--- config.mk ---
export PLATFORM = sky130hd
export DESIGN_NAME = msa_core
export DESIGN_NICKNAME = d
export VERILOG_FILES = /design/src/design/msa_pkg.sv /design/src/design/msa_exec.sv /design/src/design/msa_core.sv
export SDC_FILE = /design/constraint.sdc
export NUM_CORES = 1
export LEC_CHECK = 0
export CORE_ASPECT_RATIO = 1.75
export CORE_UTILIZATION = 50
export CTS_BUF_LIST = sky130_fd_sc_hd__clkbuf_8
export DETAILED_ROUTE_END_ITERATION = 8
export DONT_BUFFER_PORTS = 1
export GPL_ROUTABILITY_DRIVEN = 0
export GPL_TIMING_DRIVEN = 0
export PLACE_DENSITY_LB_ADDON = 0.15
export SYNTH_ARGS = -nofsm -noshare
export SYNTH_HDL_FRONTEND = slang
export SYNTH_SLANG_ARGS = --single-unit
--- constraint.sdc ---
create_clock -name i_ref_clk -period 3.2 [get_ports i_ref_clk]
set_clock_uncertainty 0.05 [all_clocks]
set_input_delay 0 -clock i_ref_clk [delete_from_list [all_inputs] [get_ports i_ref_clk]]
set_output_delay 0 -clock i_ref_clk [all_outputs]
set_load 0.01 [all_outputs]
--- src/design/msa_pkg.sv ---
// Package for the skip, set, swap and subtract execution datapath
// Summary of operation
// - Byte set writes all ones to memory
// - Bit set drives only selected bit high
// - Increment into acc, memory kept, skip zero
// - Taken skip discards prefetch, inserts dummy cycle
// - Skip takes two cycles taken, else one
// - Bit test skips when selected bit set
// - Acc gets acc plus inverted mem plus one
// - Memory gets acc minus memory byte
// - Acc gets acc minus immediate constant
// - Swap nibbles of memory byte in place
// - Swap nibbles into acc, memory kept
package msa_pkg;
   localparam int DATA_W = 8;
   localparam int BIT_SEL_W = 3;
   localparam logic [7:0] ACC_RST = 8'h00;
   localparam logic [7:0] ALL_ONES = 8'hff;
   localparam logic [7:0] ONE_BYTE = 8'h01;
   localparam logic [8:0] ONE_CARRY = 9'h001;
   localparam int FLAG_C = 0;
   localparam int FLAG_AC = 1;
   localparam int FLAG_Z = 2;
   localparam int FLAG_OV = 3;
   localparam logic [3:0] FLAGS_RST = 4'h0;

   typedef enum logic [3:0] {
      MSA_OP_NONE = 4'h0,
      MSA_OP_SUB_BORROW_TO_MEM = 4'h1,
      MSA_OP_DEC_SKIP_ZERO = 4'h2,
      MSA_OP_DEC_TO_ACC_SKIP_ZERO = 4'h3,
      MSA_OP_SET_BYTE = 4'h4,
      MSA_OP_SET_BIT = 4'h5,
      MSA_OP_INC_SKIP_ZERO = 4'h6,
      MSA_OP_INC_TO_ACC_SKIP_ZERO = 4'h7,
      MSA_OP_SKIP_BIT_SET = 4'h8,
      MSA_OP_SUB_TO_ACC = 4'h9,
      MSA_OP_SUB_TO_MEM = 4'ha,
      MSA_OP_SUB_IMM = 4'hb,
      MSA_OP_SWAP = 4'hc,
      MSA_OP_NIBBLE_SWAP_TO_ACC = 4'hd
   } msa_op_t;

   typedef enum logic [0:0] {
      MSA_ST_RUN = 1'b0,
      MSA_ST_DUMMY = 1'b1
   } msa_state_t;

   typedef struct packed {
      msa_op_t op;
      logic [2:0] bit_sel;
      logic [7:0] imm;
   } msa_instr_t;

   typedef struct packed {
      logic [7:0] value;
      logic wr_mem;
      logic wr_acc;
      logic skip;
      logic upd_flags;
      logic [3:0] flags;
   } msa_result_t;

   // Adder with carry in, flags in order ov, z, ac, c
   function automatic logic [11:0] msa_add(input logic [7:0] a,
                                           input logic [7:0] b,
                                           input logic cin);
      logic [8:0] s;
      logic [4:0] lo;
      logic ov;
      s = {1'b0, a} + {1'b0, b} + {8'h00, cin};
      lo = {1'b0, a[3:0]} + {1'b0, b[3:0]} + {4'h0, cin};
      ov = (a[7] == b[7]) && (s[7] != a[7]);
      msa_add = {s[7:0], ov, (s[7:0] == 8'h00), lo[4], s[8]};
   endfunction
endpackage

--- src/design/msa_exec.sv ---
// Combinational execute unit for one instruction
`timescale 1ns/1ps
`default_nettype none
module msa_exec
   import msa_pkg::*;
(
   input wire msa_instr_t i_instr,
   input wire logic [7:0] i_acc,
   input wire logic [7:0] i_mem,
   input wire logic i_carry,
   output msa_result_t o_res
);
   logic [11:0] sum;
   logic [7:0] dec_v;
   logic [7:0] inc_v;
   logic [7:0] bit_mask;

   always_comb begin
      dec_v = i_mem - ONE_BYTE;
      inc_v = i_mem + ONE_BYTE;
      bit_mask = ONE_BYTE << i_instr.bit_sel;
      sum = msa_add(i_acc, ~i_mem, 1'b1);
      o_res = '0;
      case (i_instr.op)
         MSA_OP_SUB_BORROW_TO_MEM: begin
            sum = msa_add(i_acc, ~i_mem, i_carry);
            o_res.value = sum[11:4];
            o_res.wr_mem = 1'b1;
            o_res.upd_flags = 1'b1;
            o_res.flags = sum[3:0];
         end
         MSA_OP_DEC_SKIP_ZERO: begin
            o_res.value = dec_v;
            o_res.wr_mem = 1'b1;
            o_res.skip = (dec_v == 8'h00);
         end
         MSA_OP_DEC_TO_ACC_SKIP_ZERO: begin
            o_res.value = dec_v;
            o_res.wr_acc = 1'b1;
            o_res.skip = (dec_v == 8'h00);
         end
         MSA_OP_SET_BYTE: begin
            o_res.value = ALL_ONES;
            o_res.wr_mem = 1'b1;
         end
         MSA_OP_SET_BIT: begin
            o_res.value = i_mem | bit_mask;
            o_res.wr_mem = 1'b1;
         end
         MSA_OP_INC_SKIP_ZERO: begin
            o_res.value = inc_v;
            o_res.wr_mem = 1'b1;
            o_res.skip = (inc_v == 8'h00);
         end
         MSA_OP_INC_TO_ACC_SKIP_ZERO: begin
            o_res.value = inc_v;
            o_res.wr_acc = 1'b1;
            o_res.skip = (inc_v == 8'h00);
         end
         MSA_OP_SKIP_BIT_SET: begin
            o_res.skip = |(i_mem & bit_mask);
         end
         MSA_OP_SUB_TO_ACC: begin
            o_res.value = sum[11:4];
            o_res.wr_acc = 1'b1;
            o_res.upd_flags = 1'b1;
            o_res.flags = sum[3:0];
         end
         MSA_OP_SUB_TO_MEM: begin
            o_res.value = sum[11:4];
            o_res.wr_mem = 1'b1;
            o_res.upd_flags = 1'b1;
            o_res.flags = sum[3:0];
         end
         MSA_OP_SUB_IMM: begin
            sum = msa_add(i_acc, ~i_instr.imm, 1'b1);
            o_res.value = sum[11:4];
            o_res.wr_acc = 1'b1;
            o_res.upd_flags = 1'b1;
            o_res.flags = sum[3:0];
         end
         MSA_OP_SWAP: begin
            o_res.value = {i_mem[3:0], i_mem[7:4]};
            o_res.wr_mem = 1'b1;
         end
         MSA_OP_NIBBLE_SWAP_TO_ACC: begin
            o_res.value = {i_mem[3:0], i_mem[7:4]};
            o_res.wr_acc = 1'b1;
         end
         default: begin
            o_res = '0;
         end
      endcase
   end
endmodule // msa_exec
`default_nettype wire

--- src/design/msa_core.sv ---
// Top of the datapath: accumulator, flags, memory write and skip control
`timescale 1ns/1ps
`default_nettype none
module msa_core
   import msa_pkg::*;
(
   input wire logic i_ref_clk,
   input wire logic i_nrst,
   input wire logic i_ce,
   input wire logic i_valid,
   input wire msa_instr_t i_instr,
   input wire logic [7:0] i_mem_rdata,
   output logic [7:0] o_acc,
   output logic [3:0] o_flags,
   output logic o_mem_we,
   output logic [7:0] o_mem_wdata,
   output logic o_discard,
   output logic o_busy
);
   msa_result_t res;
   msa_state_t state_reg, state_next;
   logic [7:0] acc_reg, acc_next;
   logic [3:0] flags_reg, flags_next;
   logic mem_we_reg, mem_we_next;
   logic [7:0] wdata_reg, wdata_next;
   logic discard_reg, discard_next;
   logic accept;

   msa_exec u_exec (
      .i_instr(i_instr),
      .i_acc(acc_reg),
      .i_mem(i_mem_rdata),
      .i_carry(flags_reg[FLAG_C]),
      .o_res(res)
   );

   // The prefetched word is ignored while the dummy cycle runs
   assign accept = i_valid && (state_reg == MSA_ST_RUN);

   always_comb begin
      state_next = state_reg;
      acc_next = acc_reg;
      flags_next = flags_reg;
      mem_we_next = 1'b0;
      wdata_next = wdata_reg;
      discard_next = 1'b0;
      case (state_reg)
         MSA_ST_RUN: begin
            if (accept) begin
               if (res.wr_acc) begin
                  acc_next = res.value;
               end
               if (res.upd_flags) begin
                  flags_next = res.flags;
               end
               mem_we_next = res.wr_mem;
               if (res.wr_mem) begin
                  wdata_next = res.value;
               end
               if (res.skip) begin
                  state_next = MSA_ST_DUMMY;
                  discard_next = 1'b1;
               end
            end
         end
         MSA_ST_DUMMY: begin
            state_next = MSA_ST_RUN;
         end
         default: begin
            state_next = MSA_ST_RUN;
         end
      endcase
   end

   always_ff @(posedge i_ref_clk or negedge i_nrst) begin
      if (!i_nrst) begin
         state_reg <= MSA_ST_RUN;
         acc_reg <= ACC_RST;
         flags_reg <= FLAGS_RST;
         mem_we_reg <= 1'b0;
         wdata_reg <= 8'h00;
         discard_reg <= 1'b0;
      end else if (i_ce) begin
         state_reg <= state_next;
         acc_reg <= acc_next;
         flags_reg <= flags_next;
         mem_we_reg <= mem_we_next;
         wdata_reg <= wdata_next;
         discard_reg <= discard_next;
      end
   end

   assign o_acc = acc_reg;
   assign o_flags = flags_reg;
   assign o_mem_we = mem_we_reg;
   assign o_mem_wdata = wdata_reg;
   assign o_discard = discard_reg;
   assign o_busy = (state_reg == MSA_ST_DUMMY);

   // Instruction taken at this edge, as the checks below see it
   logic taken;
   assign taken = i_ce && accept;
endmodule // msa_core
`default_nettype wire

==> metrics.md, run 1 <==
| Metric | Value |
|---|---|
| Minimum clock period | 3.08 ns |
| Status | completed |
| Iteration-0 DRC Markers | approximately 190 |
| RSZ-0062 raised after global routing | no |
| Post-synth ARST share | between 90% and 100% |
| DR DRC count | 0 |
| Core area | a little over 0.006 sq mm |
| Drt total wl | just over 9 mm |
| Initial antenna violation count | 0 |
| Num ports | 50 |
| Starting Density | around half |
| Critical path arrival | ~3.2 ns |
| PortBufs | 0 |
| Vias in the first global route | around 3000 |
| Die Area | 0.00681 sq mm |
| Period utilization | between 90% and 100% |
| Via count | about 3100 |
| Worst path slowest cell | dfrtp_2 |
| Critical path type | reg -> reg |
| Vias per inst | 6.32 |
| Clock Sinks | 22 |
| Primary FF master, synth | dfrtp_1 |
| Hold Path Class | in -> reg |
| Setup-failing EPs final | 0 |
| Avg WL per Cell | 18.6 microns |
| Final Max Slew Viols | 0 |
| TritonRoute pass-1 iters | 5 |
| Top-area cell type share of the netlist area | between 10% and 20% |
| CP cell instances | ha_1, inv_1, fa_2, nand2b_4, a21oi_4, xnor2_2, o311ai_4, buf_4, nand4_1, xnor2_1, nor2_1, o32a_1 |
| Fraction of layout cells with a size suffix above 1 | about an eighth |
| Yosys cell types | ~80 |
| PD cells | between 600 and 700 mW/mm^2 |
| Mapped Cells | between 400 and 500 |
| Sequential fraction of the synthesis area | roughly 17% |
| Worst VDD drop | about 0.00031 V |
| Worst R2R Path Depth | 12 |
| Final WS setup | 0.118 ns |
| Register area | between 500 and 600 sq um |
| Synth Register Bits | 22 |
| Crit Path Max Fanout | 5 |
| Global route overflow | 0 |
| Relative slew slack | 30.3% |
| Total Neg Setup Slack | 0 ns |
| Post-Place Setup Slack | -0.0941 ns |
| Crit path launch type | flip-flop |
| Clock transition at path regs | around 0.080 ns |
| Post-synth EDFFs | 0 |
| Skew-Pair Late Insertion Delay | approximately 0.26 ns |
| First-pass GRT wire length | 14.5 mm |
| Start point of the critical path | o_acc[0] |
| Global Route Usage Sum | 27.2% |
| Footprint of the multi-input gates | approximately 0.0025 sq mm |
| Area Growth Syn to Fin | 7.19% |
| CTS Buf Count | 3 |
| Post-DRT Antenna Nets | 0 |
| F_max | 324 MHz |
| HP Start | i_mem_rdata[0] |
| CTS tree | yes |
| Hold Path Depth | 4 |
| Req. time, crit path | between 3 and 4 ns |
| Static Leak | 1.39 nW |
| Dpl cells | a little under 500 |
| Mapped Avg Cell Area | roughly 8 sq um |
| Yosys warns | 0 |
| Filler Cell Count | around 600 |
| Clock root buffer | clkbuf_8 |
| Max cap viols | 0 |
| Die H | around 110 microns |
| Die span in x | roughly 63 microns |
| Fin. Hold Viols | 0 |
| Yosys top cell by area | dfrtp_1 |
| Fin cells | ~500 |
| Ant diodes | 0 |
| H-tree depth reported by CTS | 1 |
| Detail Placement HPWL | 7.54 mm |
| Worst path max stage delay | roughly 0.43 ns |
| Synth area leaders | dfrtp_1, ha_1, xnor2_1 |
| Type of element capturing the critical path | flip-flop |
| Reg2Reg Launch Point | o_acc[0] |
| CTS max path bufs | 2 |
| Cell Rows | 38 |
| Pin count of the biggest net entering global routing | 23 |
| Worst-margin pin slew | about 1.0 ns |
| Nets | between 400 and 500 |
| Synthesized cell area | around 0.0032 sq mm |
| Mapped Nets | 460 |
## Yosys cell counts (all sizes together), types with 3 or more instances
| cell | n |
|---|---|
| clkbuf | 18 |
| o21bai | 3 |
| nor4 | 3 |
| xnor2 | 25 |
| o21ai | 19 |
| a211oi | 6 |
| o221ai | 4 |
| ha | 24 |
| nor3 | 15 |
| inv | 30 |
| a21o | 4 |
| dfrtp | 22 |
| o21a | 3 |
| a31oi | 5 |
| buf | 8 |
| nand3 | 22 |
| o22ai | 5 |
| a21oi | 25 |
| a2111oi | 3 |
| nand2 | 21 |
| o211ai | 6 |
| nor2b | 4 |
| mux2 | 9 |
| nor2 | 33 |
| xor2 | 9 |
| o311ai | 3 |
| a311oi | 3 |
| or3 | 6 |
| nand2b | 6 |
| and3 | 8 |
| nand4 | 11 |
| o32ai | 3 |
## critical path, delay by kind of cell, from the launching register on
family	cells	cell delay [ns]
AO/OA/AOI/OAI	3	0.90
flip-flops	1	0.43
buffers and inverters	2	0.25
XOR/XNOR	2	0.35
AND/OR/NAND/NOR	3	0.34
adder cells (fa/ha/maj)	2	0.63
## placed cells by master (no fill, tap or decap), types with 5 or more instances in the layout
cell type / n
inv_1: 29
buf_4: 7
o211ai_1: 6
nand4_1: 11
xor2_1: 8
clkbuf_1: 17
mux2_2: 9
nor3_1: 13
o22ai_1: 5
ha_1: 24
a21oi_1: 24
dfrtp_1: 20
or3_1: 5
and3_1: 8
xnor2_1: 23
nor2_1: 32
nand3_1: 20
nand2_1: 21
o21ai_0: 18
## state kept, by name (all words and copies together) (netlist names)
name	cells
o_acc	8
o_mem_we	1
o_flags	4
o_busy	1
o_mem_wdata	8
## per-layer routing
metal  vias to the layer above  share of wire (%)  GRT usage [%]
li1                       1529                  -              -
met1                      1476                 38           28.3
met2                       115                 53           51.2
met3                        28                4.0           3.80
met4                         0                5.8           15.4
met5                         -                  0              0
## report_power, final
part | internal (mW) | switching [mW] | total (mW)
sequential | 0.370 | 0.165 | 0.535
combinational | 0.738 | 0.979 | 1.72
clock | 0.0838 | 0.0829 | 0.167
## cell type report
| class | instances | area share, % |
|---|---|---|
| Multi-Input combinational cell | 329 | 71.2 |
| Sequential cell | 22 | 15.9 |
| Buffer | 26 | 3.61 |
| Inverter | 30 | 3.25 |
| Tap cell | 80 | 2.89 |
| Timing Repair Buffer | 8 | 1.95 |
| Clock buffer | 3 | 1.19 |
## worst paths after layout
| kind | slack (ns) | to |
|---|---|---|
| worst max-delay path | 0.12 | o_flags[0] |
| worst min register to register | 0.51 | o_mem_we |
| min in group asynchronous | 0.29 | o_flags[3] |
| worst min-delay path | 0.07 | o_acc[0] |
| worst max register to register | 0.12 | o_flags[0] |
| max in group asynchronous | 2.15 | o_acc[0] |
## per-stage QoR
step / utilization, % / hold WS, ns / total power [mW] / instance area [sq um]
after floorplan: - / -0.346 / 1.79 / 3240
after global placement: 53.6 / -0.345 / 2.11 / 3340
after detailed placement: 53.6 / -0.345 / 2.14 / 3340
after CTS: 54.9 / 0.0637 / 2.34 / 3420
after global routing: 55.7 / 0.111 / 2.62 / 3470
final: 55.7 / 0.0692 / 2.42 / 3470
## what timing repair did
action	in CTS	in global routing
gates resized for setup	2	5
hold endpoints to repair	24	0
hold buffers	3	0
buffers inserted	1	4
endpoints found under the setup margin	4	3
pin swaps	1	2
## cell families after synthesis
family	synth area share, %
compound gates	24.7
xor+xnor	10.0
mux	5.14
simple gates	25.3
fa+ha+maj	10.5
flops	17.0
buf+inv	7.35
No activity file was read; power rests on OpenSTA's default activity.
==> run 2: changes to the inputs <==
--- a/config.mk
+++ b/config.mk
@@ -5,8 +5,10 @@
 export SDC_FILE = /design/constraint.sdc
 export NUM_CORES = 1
 export LEC_CHECK = 0
+export CELL_PAD_IN_SITES_DETAIL_PLACEMENT = 1
+export CELL_PAD_IN_SITES_GLOBAL_PLACEMENT = 2
 export CORE_ASPECT_RATIO = 1.75
-export CORE_UTILIZATION = 50
+export CORE_UTILIZATION = 30
 export CTS_BUF_LIST = sky130_fd_sc_hd__clkbuf_8
 export DETAILED_ROUTE_END_ITERATION = 8
 export DONT_BUFFER_PORTS = 1
==> metrics.md, run 2 (synthesis gave the netlist of run 1 again) <==
| Metric | Value |
|---|---|
| Status | completed |
| Post-Place Setup Slack | -0.160 ns (-0.0657 ns) |
| Vias per inst | 5.74 (-9.3%) |
| Minimum clock period | 3.10 ns (+0.0215 ns) |
| TritonRoute pass-1 iters | 4 (-1) |
| Type of element capturing the critical path | flip-flop |
| Top delay family on crit path | compound AO/OA/AOI/OAI gates |
| Clock root buffer | clkbuf_8 |
| Critical path arrival | 3.24 ns (+0.06 ns) |
| Global Route Usage Sum | 21.4% (-5.8 points) |
| Skew-Pair Late Insertion Delay | 0.26 ns (about the same) |
| Crit Path Max Fanout | 4 (-1) |
| Hold Path Depth | 4 (unchanged) |
| Commonest cells after routing, fill and taps aside | nor2_1, inv_1, a21oi_1, xnor2_1, ha_1 |
| Drt total wl | 11.6 mm (+26%) |
| Die span in x | 80.5 microns (+28%) |
| Worst-margin pin slew | 1.05 ns (+0.0159 ns) |
| Clock transition at path regs | 0.08 ns (about the same) |
| Worst VDD drop | 0.000305 V (-3.0%) |
| Fraction of layout cells with a size suffix above 1 | 14.9% (+1.7 points) |
| Core area | 0.0104 sq mm (+66%) |
| Reg2reg setup slack | 0.1 ns (-0.02 ns) |
| Pin count of the biggest net entering global routing | 23 (unchanged) |
| Nets | 478 (+1.1%) |
| Post-DRT Antenna Nets | 0 (unchanged) |
| Hold endpoint | o_acc[0] |
| Worst R2R Path Depth | 12 (unchanged) |
| Req. time, crit path | 3.34 ns (+0.04 ns) |
| Global route overflow | 0 (unchanged) |
| Critical path type | reg -> reg |
| Final core occ | 34.9% (-21 points) |
| PortBufs | 0 (unchanged) |
| Die Area | 0.0112 sq mm (+65%) |
| Final Max Slew Viols | 0 (unchanged) |
| CP cell instances | ha_4, inv_1, fa_2, nand2b_4, a21oi_4, buf_4, nand2_1, a211oi_2, or2_4, xnor2_1, o221a_2, a31oi_2 |
| Clock Sinks | 22 (unchanged) |
| Detail Placement HPWL | 9.60 mm (+27%) |
| WP depth | 12 (unchanged) |
| Most common cell after layout, fill and taps aside | nor2_1 |
| Num ports | 50 (unchanged) |
| Relative slew slack | 29.3% (-1.1 points) |
| Reg2Reg Launch Point | o_acc[0] |
| HP Start | i_mem_rdata[0] |
| Fin. Hold Viols | 0 (unchanged) |
| Hold Path Class | in -> reg |
| Final WS setup | 0.0964 ns (-0.0215 ns) |
| F_max | 322 MHz (-0.69%) |
| Power, Total | 2.60 mW (+7.5%) |
| DR DRC count | 0 (unchanged) |
| Max cap viols | 0 (unchanged) |
| Starting Density | 31.2% (-21 points) |
| Period utilization | 97.0% (+0.67 points) |
| Vias in the first global route | 3294 (+9.0%) |
| CTS tree | yes |
| CTS max path bufs | 2 (unchanged) |
| Worst path max stage delay | 0.45 ns (+0.02 ns) |
| First-pass GRT wire length | 18.4 mm (+27%) |
| PD cells | 718 mW/mm^2 (+3.0%) |
| Worst R2R End | o_acc[7] |
| Avg WL per Cell | 21.1 microns (+14%) |
| Filler Cell Count | 1290 (+110%) |
| Area Growth Syn to Fin | 11.9% |
| Setup-failing EPs final | 0 (unchanged) |
| Iteration-0 DRC Markers | 109 (-44%) |
| RSZ-0062 raised after global routing | yes |
| Initial antenna violation count | 0 (unchanged) |
| Total Neg Setup Slack | 0 ns (unchanged) |
| Crit path launch type | flip-flop |
| Ant diodes | 0 (unchanged) |
| Static Leak | 1.42 nW (+2.7%) |
| H-tree depth reported by CTS | 1 (unchanged) |
| Worst path slowest cell | dfrtp_2 |
| CTS Buf Count | 3 (unchanged) |
| Via count | 3160 (+0.38%) |
| Cell Rows | 49 (+29%) |
| Die H | 139 microns (+29%) |
| Bufs and invs on worst path | 2 (unchanged) |
run 2: cell types whose count changed in the layout (fill, tap and decap cells not counted), sizes merged:
cell / change
buf: +5
clkbuf: +1
run 2: what timing repair did:
action	4_1_cts	5_1_grt
endpoints found under the setup margin	9	9
gates resized for setup	3	11
pin swaps	1	8
hold buffers	3	0
hold endpoints to repair	24	0
cloned	0	0
buffers inserted	2	8
run 2: cell type report:
class | count | area [sq um] | share of cell area, %
Buffer | 26 | 125 | 3.46
Timing Repair Buffer | 13 | 109 | 3.01
Tap cell | 127 | 159 | 4.39
Sequential cell | 22 | 553 | 15.3
Inverter | 30 | 113 | 3.11
Clock buffer | 4 | 55.1 | 1.52
Multi-Input combinational cell | 329 | 2510 | 69.2
run 2: per-stage QoR:
| stage | std cells | instance area, sq um | hold WS (ns) |
|---|---|---|---|
| final | 551 | 3620 | 0.0776 |
| after CTS | 543 | 3500 | 0.0764 |
| after global placement | 534 | 3390 | -0.345 |
| after detailed placement | 534 | 3390 | -0.345 |
| after floorplan | 407 | 3240 | -0.346 |
| after global routing | 551 | 3620 | 0.0781 |
run 2: worst min-delay path: stages:
cell and delay, ns:
o21ai_0 0.07, o211ai_1 0.14, nand2_1 0.07, o21ai_0 0.07
run 2: how the worst max path moves through the flow:
stage	startpoint	to	slack (ns)
final	o_acc[0]	o_acc[7]	0.1
after CTS	o_acc[0]	o_flags[3]	0.05
after detailed placement	o_acc[0]	o_flags[3]	-0.16
after global placement	o_acc[0]	o_flags[3]	-0.17
after floorplan	o_acc[0]	o_flags[3]	0.37
after global routing	o_acc[0]	o_flags[3]	-0.04
run 2: report_power, final:
part / switching (mW) / total [mW] / internal [mW] / leakage [nW]
logic: 1.06 / 1.86 / 0.802 / 1.13
clock network: 0.0927 / 0.202 / 0.110 / 0.0288
registers: 0.171 / 0.541 / 0.370 / 0.264
total: 1.32 / 2.60 / 1.28 / 1.42
run 2: routing by layer:
| layer | share of wire [%] | track usage [%] | vias to the layer above |
|---|---|---|---|
| li1 | - | - | 1540 |
| met1 | 39 | 24.3 | 1557 |
| met2 | 57 | 41.8 | 53 |
| met3 | 2.1 | 2.10 | 10 |
| met4 | 1.8 | 3.76 | 0 |
| met5 | 0 | 0 | - |
==> run 3: changes to the inputs <==
--- a/config.mk
+++ b/config.mk
@@ -5,6 +5,7 @@
 export SDC_FILE = /design/constraint.sdc
 export NUM_CORES = 1
 export LEC_CHECK = 0
+export ABC_AREA = 1
 export CELL_PAD_IN_SITES_DETAIL_PLACEMENT = 1
 export CELL_PAD_IN_SITES_GLOBAL_PLACEMENT = 2
 export CORE_ASPECT_RATIO = 1.75
==> metrics.md, run 3 <==
| Metric | Value |
|---|---|
| Status | completed |
| Clock transition at path regs | 0.09 ns (about the same) |
| Critical path arrival | 3.04 ns (-0.20 ns) |
| Reg2reg setup slack | 0.28 ns (+0.19 ns) |
| Num ports | 50 (unchanged) |
| PortBufs | 0 (unchanged) |
| Starting Density | 30.7% (-0.51 points) |
| Worst path slowest cell | dfrtp_1 |
| Post-synth EDFFs | 0 (unchanged) |
| Max cap viols | 0 (unchanged) |
| Vias per inst | 5.16 (-10%) |
| Drt total wl | 11.2 mm (-4.2%) |
| CTS resizes | 0 (-3) |
| Core area | 0.0102 sq mm (-1.8%) |
| Clock Sinks | 22 (unchanged) |
| Fin. Hold Viols | 0 (unchanged) |
| Worst R2R Path Depth | 16 (+4) |
| Vias in the first global route | 3524 (+7.0%) |
| Clock root buffer | clkbuf_8 |
| Iteration-0 DRC Markers | 106 (-2.8%) |
| Hold Path Depth | 4 (unchanged) |
| CP cell instances | ha_1, inv_1, fa_1, inv_1, ha_1, inv_1, nor2_4, nand2_2, xor2_1, nor2_1, nand2_1, nor2_1, nand3b_1, nand2_1, nor2_1, nor2_1 |
| Global Route Usage Sum | 21.9% (+0.52 points) |
| Primary FF master, synth | dfrtp_1 |
| Top cells by count, synth | nand2_1, inv_1, nor2_1 |
| Yosys top cell by area | dfrtp_1 |
| Setup-failing EPs final | 0 (unchanged) |
| Detail Placement HPWL | 9.77 mm (+1.7%) |
| Avg WL per Cell | 17.7 microns (-16%) |
| CTS tree | yes |
| Global route overflow | 0 (unchanged) |
| Minimum clock period | 2.92 ns (-0.185 ns) |
| Crit path launch type | flip-flop |
| Nets | 557 (+17%) |
| Crit Path Max Fanout | 5 (+1) |
| Critical path type | reg -> reg |
| CTS Buf Count | 3 (unchanged) |
| Pin count of the biggest net entering global routing | 23 (unchanged) |
| Mapped Cells | 496 (+22%) |
| Yosys cell types | 44 (-46%) |
| TritonRoute pass-1 iters | 4 (unchanged) |
| Worst-margin pin slew | 1.04 ns (-0.0107 ns) |
| Req. time, crit path | 3.32 ns (-0.02 ns) |
| Cell Rows | 49 (unchanged) |
| PD cells | 590 mW/mm^2 (-18%) |
| Static Leak | 1.67 nW (+17%) |
| Initial antenna violation count | 0 (unchanged) |
| HP Start | i_instr[12] |
| Synth area leaders | dfrtp_1, nand2_1, ha_1 |
| Ant diodes | 0 (unchanged) |
| CTS max path bufs | 2 (unchanged) |
| Final Max Slew Viols | 0 (unchanged) |
| Fraction of layout cells with a size suffix above 1 | 9.15% (-5.7 points) |
| Yosys warns | 0 (unchanged) |
| First-pass GRT wire length | 18.2 mm (-1.3%) |
| Synth Register Bits | 22 (unchanged) |
| Sequential fraction of the synthesis area | 17.6% (+0.59 points) |
| Area Growth Syn to Fin | 8.32% |
| H-tree depth reported by CTS | 1 (unchanged) |
| Top delay family on crit path | adder cells |
| Post-synth ARST share | 100% (unchanged) |
| Most common cell after layout, fill and taps aside | nand2_1 |
| Bufs and invs on worst path | 3 (+1) |
| Mapped Nets | 549 (+19%) |
| Worst VDD drop | 0.000364 V (+19%) |
| Hold Path Class | in -> reg |
| Mapped Avg Cell Area | 6.30 sq um (-21%) |
| Skew-Pair Late Insertion Delay | 0.28 ns (+0.02 ns) |
| Final core occ | 33.3% (-1.7 points) |
| Worst path max stage delay | 0.46 ns (about the same) |
| Relative slew slack | 30.2% (+0.91 points) |
| Type of element capturing the critical path | flip-flop |
| Filler Cell Count | 1402 (+8.7%) |
| Top-area cell type share of the netlist area | 17.6% (+0.59 points) |
| Die Area | 0.0109 sq mm (-3.3%) |
| Post-DRT Antenna Nets | 0 (unchanged) |
| Total Neg Setup Slack | 0 ns (unchanged) |
| Reg2Reg Launch Point | o_acc[0] |
| Period utilization | 91.2% (-5.8 points) |
| Synthesized cell area | 0.00313 sq mm (-3.4%) |
| F_max | 343 MHz (+6.4%) |
| Commonest cells after routing, fill and taps aside | nand2_1, inv_1, nor2_1 |
| DR DRC count | 0 (unchanged) |
| RSZ-0062 raised after global routing | no |
| Worst R2R End | o_flags[2] |
| Hold endpoint | o_mem_wdata[0] |
| Most frequent cell after synthesis | nand2_1 |
| Die span in x | 79.2 microns (-1.7%) |
| Via count | 3253 (+2.9%) |
| Most frequent CP cell | nor2_1 |
| Die H | 137 microns (-1.7%) |
-- run 3: changes by cell type after synthesis, sizes merged, moves of 8 or more --
cell / before / now
and3: 8 / 0
mux2: 9 / 0
inv: 30 / 76
clkbuf: 18 / 2
nor2: 33 / 57
xnor2: 25 / 5
nand2: 21 / 140
nand3: 22 / 46
-- run 3: layout make-up --
type / count / area (sq um) / area share (%)
Multi-Input combinational cell: 392 / 2260 / 66.7
Clock buffer: 3 / 41.3 / 1.22
Buffer: 5 / 28.8 / 0.850
Inverter: 77 / 289 / 8.53
Timing Repair Buffer: 3 / 30.0 / 0.887
Tap cell: 127 / 159 / 4.69
Clock inverter: 1 / 30.0 / 0.887
Sequential cell: 22 / 551 / 16.3
-- run 3: timing repair --
| action | 4_1_cts | 5_1_grt |
|---|---|---|
| hold buffers | 3 | 0 |
| buffers inserted | 0 | 0 |
| hold endpoints to repair | 25 | 0 |
-- run 3: report_power, final --
group	internal [mW]	switching (mW)	total, mW
logic	0.417	0.821	1.24
clock network	0.168	0.105	0.272
registers	0.352	0.135	0.487
-- run 3: routing by layer --
metal / wire [microns] / global-route usage (%) / vias to the layer above
met1: 4140 / 22.7 / 1548
met2: 6370 / 44.4 / 55
li1: - / - / 1631
met5: 0 / 0 / -
met3: 293 / 1.60 / 19
met4: 346 / 8.08 / 0
-- run 3: metrics by stage --
stage	instances	setup slack [ns]	hold slack [ns]	area (sq um)	total power, mW
finish	630	0.282	0.0214	3390	2.00
global route	630	0.0553	0.0790	3390	2.19
CTS	630	0.221	0.0370	3390	2.03
detailed placement	623	0.246	-0.345	3290	1.74
global placement	623	0.252	-0.345	3290	1.72
floorplan	496	0.881	-0.346	3130	1.40
-- run 3: worst min-delay path: stages --
cell	delay [ns]
nand3_1	0.06
o2111ai_1	0.14
nand2_1	0.07
nand2_1	0.05
-- run 3: how the worst max path moves through the flow --
stage / startpoint / to / slack, ns / depth (start not counted)
global placement: o_acc[0] / o_flags[2] / 0.25 / 16
finish: o_acc[0] / o_flags[2] / 0.28 / 16
detailed placement: o_acc[0] / o_flags[2] / 0.25 / 16
CTS: o_acc[0] / o_flags[2] / 0.22 / 16
floorplan: o_acc[0] / o_flags[2] / 0.88 / 15
global route: o_acc[0] / o_flags[2] / 0.06 / 16
-- run 3: cells by family after synthesis --
group | share of synthesized area [%]
xor+xnor | 5.88
flops | 17.6
buf+inv | 10.2
simple gates | 41.7
fa+ha+maj | 10.9
compound gates | 13.8
